[config.mk]
export PLATFORM = sky130hd
export DESIGN_NAME = cfq_top
export DESIGN_NICKNAME = d
export VERILOG_FILES = /design/src/rtl/cfq_fifo.v /design/src/rtl/cfq_sched.v /design/src/rtl/cfq_top.v
export VERILOG_INCLUDE_DIRS = /design/src /design/src/rtl
export SDC_FILE = /design/constraint.sdc
export NUM_CORES = 2
export LEC_CHECK = 0
export BUFFER_PORTS_ARGS = -buffer_cell sky130_fd_sc_hd__buf_2
export CORE_MARGIN = 4
export CORE_UTILIZATION = 56
export DETAILED_ROUTE_END_ITERATION = 12
export PLACE_DENSITY_LB_ADDON = 0.15
export SYNTH_ARGS = -nofsm -noshare
export SYNTH_HDL_FRONTEND = slang
export SYNTH_SLANG_ARGS = --single-unit
[constraint.sdc]
create_clock -name CLOCK_IN -period 12.2 [get_ports CLOCK_IN]
set_clock_uncertainty 0.2 [all_clocks]
set_input_delay 1.83 -clock CLOCK_IN [delete_from_list [all_inputs] [get_ports CLOCK_IN]]
set_output_delay 1.83 -clock CLOCK_IN [all_outputs]
set_load 0.005 [all_outputs]
[src/rtl/cfq_regs.vh]
/*
 * Register map, field positions, reset values and timing counts of the
 * frame write queue. Assumes a 32-bit Avalon-MM slave on byte addresses.
 */
`ifndef CFQ_REGS_VH
`define CFQ_REGS_VH

// Byte offsets, one aligned word each
`define CFQ_CTRL_ADDR 6'h00
`define CFQ_ID_ADDR 6'h04
`define CFQ_TYPE_ADDR 6'h08
`define CFQ_LEN_ADDR 6'h0c
`define CFQ_DLO_ADDR 6'h10
`define CFQ_DHI_ADDR 6'h14
`define CFQ_DELAY_ADDR 6'h18
`define CFQ_CMD_ADDR 6'h1c
`define CFQ_STATE_ADDR 6'h20
`define CFQ_ISTAT_ADDR 6'h24
`define CFQ_IMASK_ADDR 6'h28
`define CFQ_RESULT_ADDR 6'h2c
`define CFQ_WCODE_ADDR 6'h30

// Field positions
`define CFQ_CTRL_ZERO_LEN 0
`define CFQ_CMD_SINGLE 0
`define CFQ_CMD_MULTI 1
`define CFQ_ID_EXT_BIT 29
`define CFQ_ST_ALL_SENT 0
`define CFQ_ST_FULL 1
`define CFQ_ST_BUSY 2
`define CFQ_EV_ALL_SENT 0
`define CFQ_EV_OVERFLOW 1
`define CFQ_EV_WARN 2

// Frame type codes
`define CFQ_TYPE_DATA 1'b0
`define CFQ_TYPE_REMOTE 1'b1

// Payload limits
`define CFQ_MAX_BYTES 4'h8

// Result and warning codes
`define CFQ_CODE_OK 32'h00000000
`define CFQ_CODE_OVERFLOW 32'hbff62008
`define CFQ_CODE_COMM_WARN 32'h3ff6200b

// Reset values
`define CFQ_RST_WORD 32'h00000000
`define CFQ_RST_EVENTS 3'h0

// Timed spacing unit and clock
`define CFQ_TICK_NS 1000
`define CFQ_CLK_NS 4
`define CFQ_TICK_CYCLES (`CFQ_TICK_NS / `CFQ_CLK_NS)

`endif

[src/rtl/cfq_fifo.v]
/*
 * Frame queue storage: a circular array with honest full and empty.
 * Assumes push is only issued when the queue may take it; in overwrite
 * mode the capacity is one entry and a new push replaces it.
 */
`timescale 1ns/10ps
module cfq_fifo #(
	parameter W = 116,
	parameter DL = 4
) (
	input wire clk_in,
	input wire rst_n_in,
	input wire overwrite_in,
	input wire push_in,
	input wire [W-1:0] push_data_in,
	input wire pop_in,
	output wire [W-1:0] head_out,
	output wire empty_out,
	output wire full_out,
	output wire [DL:0] count_out
);
	localparam [DL:0] DEPTH = {1'b1, {DL{1'b0}}};
	localparam [DL:0] ONE = {{DL{1'b0}}, 1'b1};

	reg [W-1:0] mem [0:(1<<DL)-1];
	reg [DL-1:0] rd_ptr;
	reg [DL-1:0] wr_ptr;
	reg [DL:0] count;
	wire do_over;
	wire do_push;
	wire do_pop;

	assign empty_out = (count == {(DL+1){1'b0}});
	// Zero-length mode holds a single slot
	assign full_out = overwrite_in ? ~empty_out : (count == DEPTH);
	assign count_out = count;
	assign head_out = mem[rd_ptr];
	assign do_pop = pop_in & ~empty_out;
	assign do_over = push_in & overwrite_in & ~empty_out & ~do_pop;
	assign do_push = push_in & ~do_over & (~full_out | do_pop);

	// Storage array has no reset; only valid entries are ever read
	always @(posedge clk_in) begin
		if (do_over)
			mem[rd_ptr] <= push_data_in;
		else if (do_push)
			mem[wr_ptr] <= push_data_in;
	end

	// Pointers and occupancy
	always @(posedge clk_in) begin
		if (!rst_n_in) begin
			rd_ptr <= {DL{1'b0}};
			wr_ptr <= {DL{1'b0}};
			count <= {(DL+1){1'b0}};
		end else begin
			if (do_pop)
				rd_ptr <= rd_ptr + ONE[DL-1:0];
			if (do_push)
				wr_ptr <= wr_ptr + ONE[DL-1:0];
			if (do_push && !do_pop)
				count <= count + ONE;
			else if (do_pop && !do_push)
				count <= count - ONE;
		end
	end
endmodule // cfq_fifo

[src/rtl/cfq_sched.v]
/*
 * Release timer for timed frames. Measures ticks since the launch of the
 * previous timed frame. Assumes launch pulses come from the transmit logic.
 */
`timescale 1ns/10ps
`include "cfq_regs.vh"
module cfq_sched #(
	parameter TICK_CYCLES = `CFQ_TICK_CYCLES
) (
	input wire clk_in,
	input wire rst_n_in,
	input wire head_timed_in,
	input wire [15:0] head_delay_in,
	input wire launch_timed_in,
	output wire release_out
);
	reg [15:0] prescale;
	reg [15:0] since_ref;
	reg have_ref;
	wire tick;

	assign tick = (prescale == TICK_CYCLES[15:0] - 16'h0001);
	// Untimed frames go at once; timed ones wait out their spacing
	assign release_out = ~head_timed_in | ~have_ref | (since_ref >= head_delay_in);

	// Only timed launches move the reference, so untimed frames between
	// them leave the spacing alone
	always @(posedge clk_in) begin
		if (!rst_n_in) begin
			prescale <= 16'h0000;
			since_ref <= 16'h0000;
			have_ref <= 1'b0;
		end else begin
			prescale <= tick ? 16'h0000 : prescale + 16'h0001;
			if (launch_timed_in) begin
				since_ref <= 16'h0000;
				have_ref <= 1'b1;
			end else if (tick && since_ref != 16'hffff) begin
				since_ref <= since_ref + 16'h0001;
			end
		end
	end
endmodule // cfq_sched

[src/rtl/cfq_top.v]
/*
 * Transmit write queue of a CAN network interface with an Avalon-MM
 * register slave, an interrupt, and a frame port to a CAN controller.
 * Assumes the controller runs on CLOCK_IN and pulses done or error per
 * attempt while a request is held.
 *
// Summary of operation
// - Single-frame write enqueues and completes at once; sending happens later.
// - All-transmitted state sets once every queued frame has gone out successfully.
// - Every single-frame write clears the all-transmitted state.
// - Single and timed writes share one queue; untimed follow timed ones directly.
// - Untimed frames do not shift the spacing of later timed frames.
// - Write into a full queue is refused with the overflow code.
// - Bus trouble raises a communication warning with its code, not an error.
// - Accepted frames are retried until sent unless serious bus failure persists.
// - Zero queue length allowed: each new frame replaces the pending one.
// - Frame type code 0 sends a data frame, code 1 a remote frame.
// - Identifier is 11-bit standard unless bit 29 selects 29-bit extended.
// - Data frames carry up to 8 bytes per the byte count, default zero.
// - Remote frames send the byte count as length code and no payload.
// - A frame counts as sent only after winning arbitration and being acknowledged.
// - All-transmitted state starts true before any frame is written.
 */
`timescale 1ns/10ps
`include "cfq_regs.vh"
module cfq_top #(
	parameter DEPTH_LOG2 = 4,
	parameter TICK_CYCLES = `CFQ_TICK_CYCLES
) (
	input wire CLOCK_IN,
	input wire RST_N_IN,
	input wire [5:0] AVS_ADDRESS_IN,
	input wire AVS_READ_IN,
	input wire AVS_WRITE_IN,
	input wire [31:0] AVS_WRITEDATA_IN,
	input wire [3:0] AVS_BYTEENABLE_IN,
	output reg [31:0] AVS_READDATA_OUT,
	output wire AVS_WAITREQUEST_OUT,
	output wire IRQ_OUT,
	output wire ALL_SENT_OUT,
	output reg TX_REQ_OUT,
	output reg [28:0] TX_ID_OUT,
	output reg TX_EXT_OUT,
	output reg TX_RTR_OUT,
	output reg [3:0] TX_DLC_OUT,
	output reg [63:0] TX_DATA_OUT,
	input wire TX_DONE_IN,
	input wire TX_ERR_IN,
	input wire BUS_FAULT_IN
);
	localparam EW = 116;
	localparam ST_IDLE = 1'b0;
	localparam ST_SEND = 1'b1;

	// Byte-lane merge for register writes
	function [31:0] be_merge;
		input [31:0] old_val;
		input [31:0] new_val;
		input [3:0] be;
		integer i;
		begin
			be_merge = old_val;
			for (i = 0; i < 4; i = i + 1)
				if (be[i])
					be_merge[i*8 +: 8] = new_val[i*8 +: 8];
		end
	endfunction

	// Bus slave state
	reg ack;
	wire rd_done;
	wire wr_done;

	// Staging and control registers
	reg zero_len;
	reg [31:0] id_word;
	reg type_code;
	reg [7:0] len_word;
	reg [31:0] data_lo;
	reg [31:0] data_hi;
	reg [15:0] delay;
	reg [2:0] irq_status;
	reg [2:0] irq_mask;
	reg [31:0] result_code;
	reg warn_seen;
	reg all_sent;
	reg state;

	// Queue side
	wire cmd_single;
	wire cmd_multi;
	wire cmd_any;
	wire q_full;
	wire q_empty;
	wire [DEPTH_LOG2:0] q_count;
	wire [EW-1:0] q_head;
	wire push;
	wire pop;
	wire release_ok;
	wire launch_timed;
	wire refused;
	wire tx_success;
	wire tx_abort;
	wire [2:0] events;
	wire ext_sel;
	wire [28:0] id_sel;
	wire [3:0] dlc_sel;
	wire [63:0] data_sel;
	wire [EW-1:0] entry;
	wire [31:0] delay_merged;

	// Every access takes one wait cycle, then completes
	assign AVS_WAITREQUEST_OUT = (AVS_READ_IN | AVS_WRITE_IN) & ~ack;
	assign rd_done = AVS_READ_IN & ack;
	assign wr_done = AVS_WRITE_IN & ack;

	always @(posedge CLOCK_IN) begin
		if (!RST_N_IN)
			ack <= 1'b0;
		else
			ack <= (AVS_READ_IN | AVS_WRITE_IN) & ~ack;
	end

	// Command decode; a command write returns at once, sending is later
	assign cmd_single = wr_done && AVS_ADDRESS_IN == `CFQ_CMD_ADDR &&
		AVS_BYTEENABLE_IN[0] && AVS_WRITEDATA_IN[`CFQ_CMD_SINGLE];
	assign cmd_multi = wr_done && AVS_ADDRESS_IN == `CFQ_CMD_ADDR &&
		AVS_BYTEENABLE_IN[0] && !AVS_WRITEDATA_IN[`CFQ_CMD_SINGLE] &&
		AVS_WRITEDATA_IN[`CFQ_CMD_MULTI];
	assign cmd_any = cmd_single | cmd_multi;

	// Full queue refuses the frame, except in zero-length mode or when the head launches in the same cycle
	assign refused = cmd_any & q_full & ~zero_len & ~pop;
	assign push = cmd_any & ~refused;

	// Frame fields as put on the wire
	assign ext_sel = id_word[`CFQ_ID_EXT_BIT];
	assign id_sel = ext_sel ? id_word[28:0] : {18'h0, id_word[10:0]};
	// Byte count capped at eight; reset value zero stands for unset
	assign dlc_sel = (len_word > {4'h0, `CFQ_MAX_BYTES}) ? `CFQ_MAX_BYTES : len_word[3:0];
	// Remote frames keep the length code but never carry payload
	assign data_sel = (type_code == `CFQ_TYPE_REMOTE) ? 64'h0 : {data_hi, data_lo};
	assign entry = {cmd_multi, cmd_multi ? delay : 16'h0000, type_code, ext_sel,
		id_sel, dlc_sel, data_sel};
	// Delay register keeps only its low half-word lanes
	assign delay_merged = be_merge({16'h0000, delay}, AVS_WRITEDATA_IN, AVS_BYTEENABLE_IN);

	// One shared queue in write order for both paths
	cfq_fifo #(
		.W(EW),
		.DL(DEPTH_LOG2)
	) u_fifo (
		.clk_in(CLOCK_IN),
		.rst_n_in(RST_N_IN),
		.overwrite_in(zero_len),
		.push_in(push),
		.push_data_in(entry),
		.pop_in(pop),
		.head_out(q_head),
		.empty_out(q_empty),
		.full_out(q_full),
		.count_out(q_count)
	);

	cfq_sched #(
		.TICK_CYCLES(TICK_CYCLES)
	) u_sched (
		.clk_in(CLOCK_IN),
		.rst_n_in(RST_N_IN),
		.head_timed_in(q_head[EW-1] & ~q_empty),
		.head_delay_in(q_head[EW-2 -: 16]),
		.launch_timed_in(launch_timed),
		.release_out(release_ok)
	);

	// Launch the head once idle and its spacing has elapsed
	assign pop = (state == ST_IDLE) & ~q_empty & release_ok;
	assign launch_timed = pop & q_head[EW-1];
	// Done means arbitration won and acknowledged
	assign tx_success = (state == ST_SEND) & TX_DONE_IN;
	// Persistent serious failure ends retrying and drops the frame
	assign tx_abort = (state == ST_SEND) & BUS_FAULT_IN & ~TX_DONE_IN;

	// Transmit sequencer; errors keep the request up for a retry
	always @(posedge CLOCK_IN) begin
		if (!RST_N_IN) begin
			state <= ST_IDLE;
			TX_REQ_OUT <= 1'b0;
			TX_ID_OUT <= 29'h0;
			TX_EXT_OUT <= 1'b0;
			TX_RTR_OUT <= 1'b0;
			TX_DLC_OUT <= 4'h0;
			TX_DATA_OUT <= 64'h0;
		end else begin
			case (state)
				ST_IDLE: begin
					if (pop) begin
						state <= ST_SEND;
						TX_REQ_OUT <= 1'b1;
						TX_RTR_OUT <= q_head[98];
						TX_EXT_OUT <= q_head[97];
						TX_ID_OUT <= q_head[96:68];
						TX_DLC_OUT <= q_head[67:64];
						TX_DATA_OUT <= q_head[63:0];
					end
				end
				ST_SEND: begin
					if (tx_success || tx_abort) begin
						state <= ST_IDLE;
						TX_REQ_OUT <= 1'b0;
					end
				end
				default: begin
					state <= ST_IDLE;
					TX_REQ_OUT <= 1'b0;
				end
			endcase
		end
	end

	// All-transmitted starts true and clears on any write command
	always @(posedge CLOCK_IN) begin
		if (!RST_N_IN)
			all_sent <= 1'b1;
		else if (cmd_any)
			all_sent <= 1'b0;
		else if (tx_success && q_empty)
			all_sent <= 1'b1;
	end
	assign ALL_SENT_OUT = all_sent;

	// Events: all sent, overflow, bus warning on error or serious failure
	assign events[`CFQ_EV_ALL_SENT] = tx_success & q_empty & ~cmd_any;
	assign events[`CFQ_EV_OVERFLOW] = refused;
	assign events[`CFQ_EV_WARN] = (state == ST_SEND) & (TX_ERR_IN | BUS_FAULT_IN);

	// Sticky status; a read clears it, but a new event in that cycle wins
	always @(posedge CLOCK_IN) begin
		if (!RST_N_IN)
			irq_status <= `CFQ_RST_EVENTS;
		else if (rd_done && AVS_ADDRESS_IN == `CFQ_ISTAT_ADDR)
			irq_status <= events;
		else
			irq_status <= irq_status | events;
	end
	assign IRQ_OUT = |(irq_status & irq_mask);

	// Warning stays until software reads its code
	always @(posedge CLOCK_IN) begin
		if (!RST_N_IN)
			warn_seen <= 1'b0;
		else if (events[`CFQ_EV_WARN])
			warn_seen <= 1'b1;
		else if (rd_done && AVS_ADDRESS_IN == `CFQ_WCODE_ADDR)
			warn_seen <= 1'b0;
	end

	// Result of the last write command: success or overflow
	always @(posedge CLOCK_IN) begin
		if (!RST_N_IN)
			result_code <= `CFQ_CODE_OK;
		else if (refused)
			result_code <= `CFQ_CODE_OVERFLOW;
		else if (push)
			result_code <= `CFQ_CODE_OK;
	end

	// Software-writable registers with byte lanes
	always @(posedge CLOCK_IN) begin
		if (!RST_N_IN) begin
			zero_len <= 1'b0;
			id_word <= `CFQ_RST_WORD;
			type_code <= `CFQ_TYPE_DATA;
			len_word <= 8'h00;
			data_lo <= `CFQ_RST_WORD;
			data_hi <= `CFQ_RST_WORD;
			delay <= 16'h0000;
			irq_mask <= `CFQ_RST_EVENTS;
		end else if (wr_done) begin
			case (AVS_ADDRESS_IN)
				`CFQ_CTRL_ADDR: if (AVS_BYTEENABLE_IN[0])
					zero_len <= AVS_WRITEDATA_IN[`CFQ_CTRL_ZERO_LEN];
				`CFQ_ID_ADDR: id_word <= be_merge(id_word, AVS_WRITEDATA_IN,
					AVS_BYTEENABLE_IN);
				`CFQ_TYPE_ADDR: if (AVS_BYTEENABLE_IN[0])
					type_code <= AVS_WRITEDATA_IN[0];
				`CFQ_LEN_ADDR: if (AVS_BYTEENABLE_IN[0])
					len_word <= AVS_WRITEDATA_IN[7:0];
				`CFQ_DLO_ADDR: data_lo <= be_merge(data_lo, AVS_WRITEDATA_IN,
					AVS_BYTEENABLE_IN);
				`CFQ_DHI_ADDR: data_hi <= be_merge(data_hi, AVS_WRITEDATA_IN,
					AVS_BYTEENABLE_IN);
				`CFQ_DELAY_ADDR: delay <= delay_merged[15:0];
				`CFQ_IMASK_ADDR: if (AVS_BYTEENABLE_IN[0])
					irq_mask <= AVS_WRITEDATA_IN[2:0];
				default: begin
				end
			endcase
		end
	end

	// Read data is registered in the wait cycle, valid when waitrequest drops
	always @(posedge CLOCK_IN) begin
		if (!RST_N_IN) begin
			AVS_READDATA_OUT <= `CFQ_RST_WORD;
		end else if (AVS_READ_IN && !ack) begin
			case (AVS_ADDRESS_IN)
				`CFQ_CTRL_ADDR: AVS_READDATA_OUT <= {31'h0, zero_len};
				`CFQ_ID_ADDR: AVS_READDATA_OUT <= id_word;
				`CFQ_TYPE_ADDR: AVS_READDATA_OUT <= {31'h0, type_code};
				`CFQ_LEN_ADDR: AVS_READDATA_OUT <= {24'h0, len_word};
				`CFQ_DLO_ADDR: AVS_READDATA_OUT <= data_lo;
				`CFQ_DHI_ADDR: AVS_READDATA_OUT <= data_hi;
				`CFQ_DELAY_ADDR: AVS_READDATA_OUT <= {16'h0, delay};
				`CFQ_STATE_ADDR: AVS_READDATA_OUT <= {16'h0,
					{(7-DEPTH_LOG2){1'b0}}, q_count, 5'h00,
					state, q_full, all_sent};
				`CFQ_ISTAT_ADDR: AVS_READDATA_OUT <= {29'h0, irq_status};
				`CFQ_IMASK_ADDR: AVS_READDATA_OUT <= {29'h0, irq_mask};
				`CFQ_RESULT_ADDR: AVS_READDATA_OUT <= result_code;
				`CFQ_WCODE_ADDR: AVS_READDATA_OUT <= warn_seen ?
					`CFQ_CODE_COMM_WARN : `CFQ_CODE_OK;
				default: AVS_READDATA_OUT <= `CFQ_RST_WORD;
			endcase
		end
	end
endmodule // cfq_top

## Yosys cells after proc, flatten, opt, wreduce, memory -nomap -nowiden

Memories as Yosys holds them, arrays and structs flattened. A register that Yosys moved wholly into a read port is not among the register bits.
Cells that the tools add are included.
W data, S select, Z words.

- Eq/ne operators: 17
- Reduce and logical (&&, ||, !) cells: 47
- Magnitude comparators: 2
- Divide/modulo/power cells: 0
- $add $sub $neg: 6
- Shift-type cells: 0
- Muxes and demuxes: 32
- Multipliers: 0
- Bitwise operators: 45

Operator list:

| kind | number |
|---|---|
| $pmux W32 S12 | 1 |
| $mux W116 | 1 |
| $reduce_or A116 Y1 | 1 |
| $mux W32 | 2 |
| $mux W64 | 1 |
| $reduce_and A3 Y1 | 18 |
| $add A16 B1 Y16 const B | 2 |
| $eq A6 B6 Y1 const B | 5 |
| $mux W30 | 1 |
| $mux W29 | 1 |
| $eq A6 B5 Y1 const B | 4 |
| $and A1 B1 Y1 | 23 |
| $eq A16 B8 Y1 const B | 1 |
| $ge A16 B16 Y1 | 1 |
| $mux W16 | 1 |
| $mux W4 | 4 |
| $ne A16 B16 Y1 const B | 1 |
| $mux W1 | 15 |
| $not A1 Y1 | 14 |
| $eq A6 B4 Y1 const B | 2 |
| $logic_and A1 B1 Y1 | 12 |
| $mux W5 | 2 |
| $add A4 B1 Y4 const B | 2 |
| $gt A8 B4 Y1 const B | 1 |
| other kinds (19) | 33 |

- Word-level logic and storage cells: 187
- Output and inout bits: 135
- Memories kept: 1
- Register bits after elaboration: 325
- Memory bits (read-only): 0
- Latch bits: 0
- Input port bits: 49
- RAM bits: 1856

Memory list:

| memory | depth | bits a word | read ports | clocked after memory_dff | write ports | RTL line | source |
|---|---|---|---|---|---|---|---|
| u_fifo.mem | 16 | 116 | 1 | 1 | 1 | cfq_fifo.v:25 | `reg [W-1:0] mem [0:(1<<DL)-1];` |

## Longest topological paths before layout

- Depth in word-level cells: 22
- Depth in mapped cells: 23
- Mapped depth without buffers: 18

## Cells and area by module

Synthesis repeated with hierarchy kept, for this count alone.

- Cell total of the unflattened synthesis: 4505
- Area total of the unflattened synthesis: 83883.0 um^2

Modules (own cells, without submodules):

| module | area each (um^2) | cells an instance | instances |
|---|---|---|---|
| cfq_fifo | 70327.4 | 2991 | 1 |
| cfq_top | 11599.9 | 1275 | 1 |
| cfq_sched | 1955.6 | 239 | 1 |

## Worst setup path before layout

OpenSTA, ideal clock, no wires.

- Path type: register -> register
- Start point: register (tool-made name)
- End point: memory u_fifo.mem[13][0] (enable)
- Clock period less this slack: 13.378 ns
- Data arrival time: 12.415 ns
- Cell stages (with the launch flop): 15
- Library setup time: 0.763 ns
- Required time: 11.237 ns
- Path slack: -1.178 ns
- Path through: dfxtp_1 -> buf_2 -> clkbuf_1 -> buf_1 -> mux4_2 -> mux4_2 -> inv_1 -> ha_1 -> nor2b_1 -> o211a_1 -> o31ai_1 -> a41o_1 -> buf_2 -> o211ai_1 -> a211oi_1

RTL lines:

| element | RTL line |
|---|---|
| to (decl) | cfq_fifo.v:25 |

==> results.json <==
{
  "vias_per_cell": 6.44,
  "floorplan.rows": 141,
  "synth.distinct_cells": 68,
  "grt_max_degree": 154,
  "drt_iter0_markers": 5021,
  "critPathRequiredTime_ps": 12450,
  "drt_pass1_iterations": 8,
  "timing.slew.headroom": 0.0847,
  "max_cap_viol_count": 0,
  "coreArea_mm2": 0.147,
  "synthesis.area_mm2": 0.0831,
  "path_max_fanout": 153,
  "io_pins": 184,
  "area_growth_pct": 12.6,
  "cts_resized": 0,
  "clkSinkCount": 2171,
  "worstHoldStart": "TX_DATA_OUT[35]",
  "hold_path_end": "TX_DATA_OUT[35]",
  "start_kind": "flop",
  "yosys.area_share.simple": 0.0381,
  "leakagePower_nw": 34.1,
  "clkSlewWorstSetupHoldPaths_ps": 70,
  "rsz0062_at_grt": "no",
  "hold_violations": 0,
  "placed_area_mm2": 0.0864,
  "path_cells": "buf_12 -> mux4_2 -> mux4_2 -> inv_1 -> ha_1 -> nand4_1 -> nor4_1 -> o31ai_1 -> a41o_1 -> or4_1 -> a211oi_4 -> buf_4 -> buf_4",
  "synth_cells": 4203,
  "start_util": 0.563,
  "synth_top_family_by_area": "multiplexers",
  "drc": 0,
  "portBuffers": 183,
  "nNetsFinal": 4530,
  "rr_endpoint": "u_fifo.mem[2][93]",
  "min_period_ps": 7680,
  "hold_buffers": 0,
  "yosys_warnings": 0,
  "crit_type": "reg2reg",
  "reg2reg_depth": 13,
  "numCtsBuffers": 213,
  "place.gp.congestion": 0.844,
  "synthTopCellsByArea": "edfxtp_1 67%, mux4_2 16%, dfxtp_1 7.6%",
  "wirelength_um": 207000,
  "fp.dieH_um": 393,
  "critPathSlowestCell": "dfxtp_4",
  "critical_path_buf_inv_count": 4,
  "yosysTopAreaCellShare": 0.671,
  "syn_area_per_cell_um2": 19.8,
  "vdd_drop_max_v": 0.000176,
  "critPathMaxStageDelay_ps": 920,
  "cp.arrival_ps": 7930,
  "postCtsSetupBuffers": 0,
  "die_width_um": 393,
  "cts_tree": "built",
  "post_drt_wl_per_cell_um": 31.4,
  "die_area_mm2": 0.155,
  "yosys.area.top_type": "edfxtp_1",
  "grt_usage": 0.272,
  "via_count": 42400,
  "n_fill_cell": 10100,
  "finalSetupViolCount": 0,
  "synthArstFlopShare": 0,
  "synthXorXnorAreaFrac": 0.00327,
  "first_global_vias": 42400,
  "synth_seq_cells": 2171,
  "status": "completed",
  "clk_path_buf_depth": 3,
  "hold_depth": 2,
  "insertion_delay_ps": 840,
  "finalCritPeriodShare": 0.630,
  "drive_above_1_share": 0.261,
  "postRouteAntennaNets": 0,
  "powerDensity_mw_per_mm2": 182,
  "grt_overflow": 0,
  "synth_nets": 4278,
  "synth_edf_count": 1856,
  "ys_seq_area_frac": 0.747,
  "synthAdderAreaFrac": 0.00413,
  "final_area_mm2": 0.0935,
  "max_freq_mhz": 130,
  "total_power_mw": 17.0,
  "synth_compound_area_frac": 0.0238,
  "worstHoldPathType": "reg2reg",
  "synthFlopType": "edfxtp_1",
  "clock-root-buffer": "clkbuf_16",
  "fin_tns_setup_ps": 0,
  "slew_violations": 0,
  "h-tree-depth": 4,
  "dp_hpwl_um": 118000,
  "grt_pass1_wl_um": 299000,
  "grt_antenna_before_repair": 24,
  "max_slew.worst_pin.slew_ps": 1370,
  "rrSetupSlack_ps": 4520,
  "synthMuxAreaShare": 0.171,
  "cp_top_family": "buffers and inverters",
  "crit_path_end_kind": "flop"
}
[area by class of cell]
class                           instances  area, um^2  area share
Sequential cell                      2171       62100       0.663
Timing Repair Buffer                  267        1630      0.0175
Multi-Input combinational cell       1771       20200       0.216
Clock inverter                        119        1300      0.0139
Tap cell                             1930        2410      0.0258
Clock buffer                          284        5780      0.0618
Inverter                               31         129     0.00138
Antenna cell                            7        17.5    0.000187
[registers in the layout, summed over array words and instances, names as in the netlist, 29 cells and up, named ones only]
register,count
TX_ID_OUT,29
id_word,32
TX_DATA_OUT,64
AVS_READDATA_OUT,32
data_hi,32
data_lo,32
u_fifo.mem,1856
[worst max path at each step]
stage,end,slack [ps],depth (start not counted)
floorplan,u_fifo.mem[13][0],-1180,14
global placement,u_fifo.mem[2][90],4640,13
detailed placement,u_fifo.mem[2][90],4600,13
CTS,u_fifo.mem[2][55],4540,13
global route,u_fifo.mem[2][89],4300,13
finish,u_fifo.mem[2][93],4520,13
[per-layer routing]
layer  vias up  GRT usage  share of wire
met5         -          0        0.00012
met4         6     0.0813          0.028
met3       323     0.0764           0.11
met2      2089      0.412           0.47
met1     22400      0.393           0.40
li1      17500          -              -
[report_power, final]
part           total (mW)  switching [mW]  internal (mW)
combinational        2.13            1.31          0.818
clock                6.59            2.76           3.82
sequential           8.30           0.187           8.12
[cells in the final DEF, fill, tap and decap left out, drive strengths merged, types with 23 or more instances in the layout]
cell	netlist	final
buf	70	267
inv	31	39
clkinv	0	82
edfxtp	1856	1856
a22oi	24	24
o21ai	51	51
dfxtp	315	315
a21oi	165	165
mux2i	113	113
ha	25	25
mux4	579	579
nand2	284	284
nor2b	77	77
nand3	39	39
nor2	187	187
bufinv	0	23
and2	39	39
clkbuf	160	284
[kinds of logic after synthesis]
family,after synthesis
compound gates,327
xor+xnor,31
fa+ha+maj,27
buf+inv,261
flops,2171
mux,694
simple gates,692
[through the flow]
stage	setup WS [ps]	cells	hold WS [ps]	util
3_5_place_dp	4600	6170	243	0.586
3_3_place_gp	4640	6170	238	0.586
6_report	4520	6580	249	0.634
2_1_floorplan	-1180	4203	229	-
5_1_grt	4300	6575	269	0.634
4_1_cts	4540	6573	252	0.634
[synth_stat cells (18+ instances only)]
cell / n
nor2_1: 182
xnor2_1: 22
edfxtp_1: 1856
buf_2: 24
a22oi_1: 24
ha_1: 25
o21ai_0: 48
a31oi_1: 18
inv_1: 29
dfxtp_1: 315
and2_1: 39
nor2b_1: 77
mux4_2: 579
nand2_1: 284
nand3_1: 39
clkbuf_1: 160
buf_1: 38
mux2i_1: 113
a21oi_1: 165
[tightest hold or removal path, cell delays in order (launching register included)]
cell and delay (ps):
dfxtp_1 300, nand2_1 50, a21oi_1 50
(Power assumes the default switching activity.)
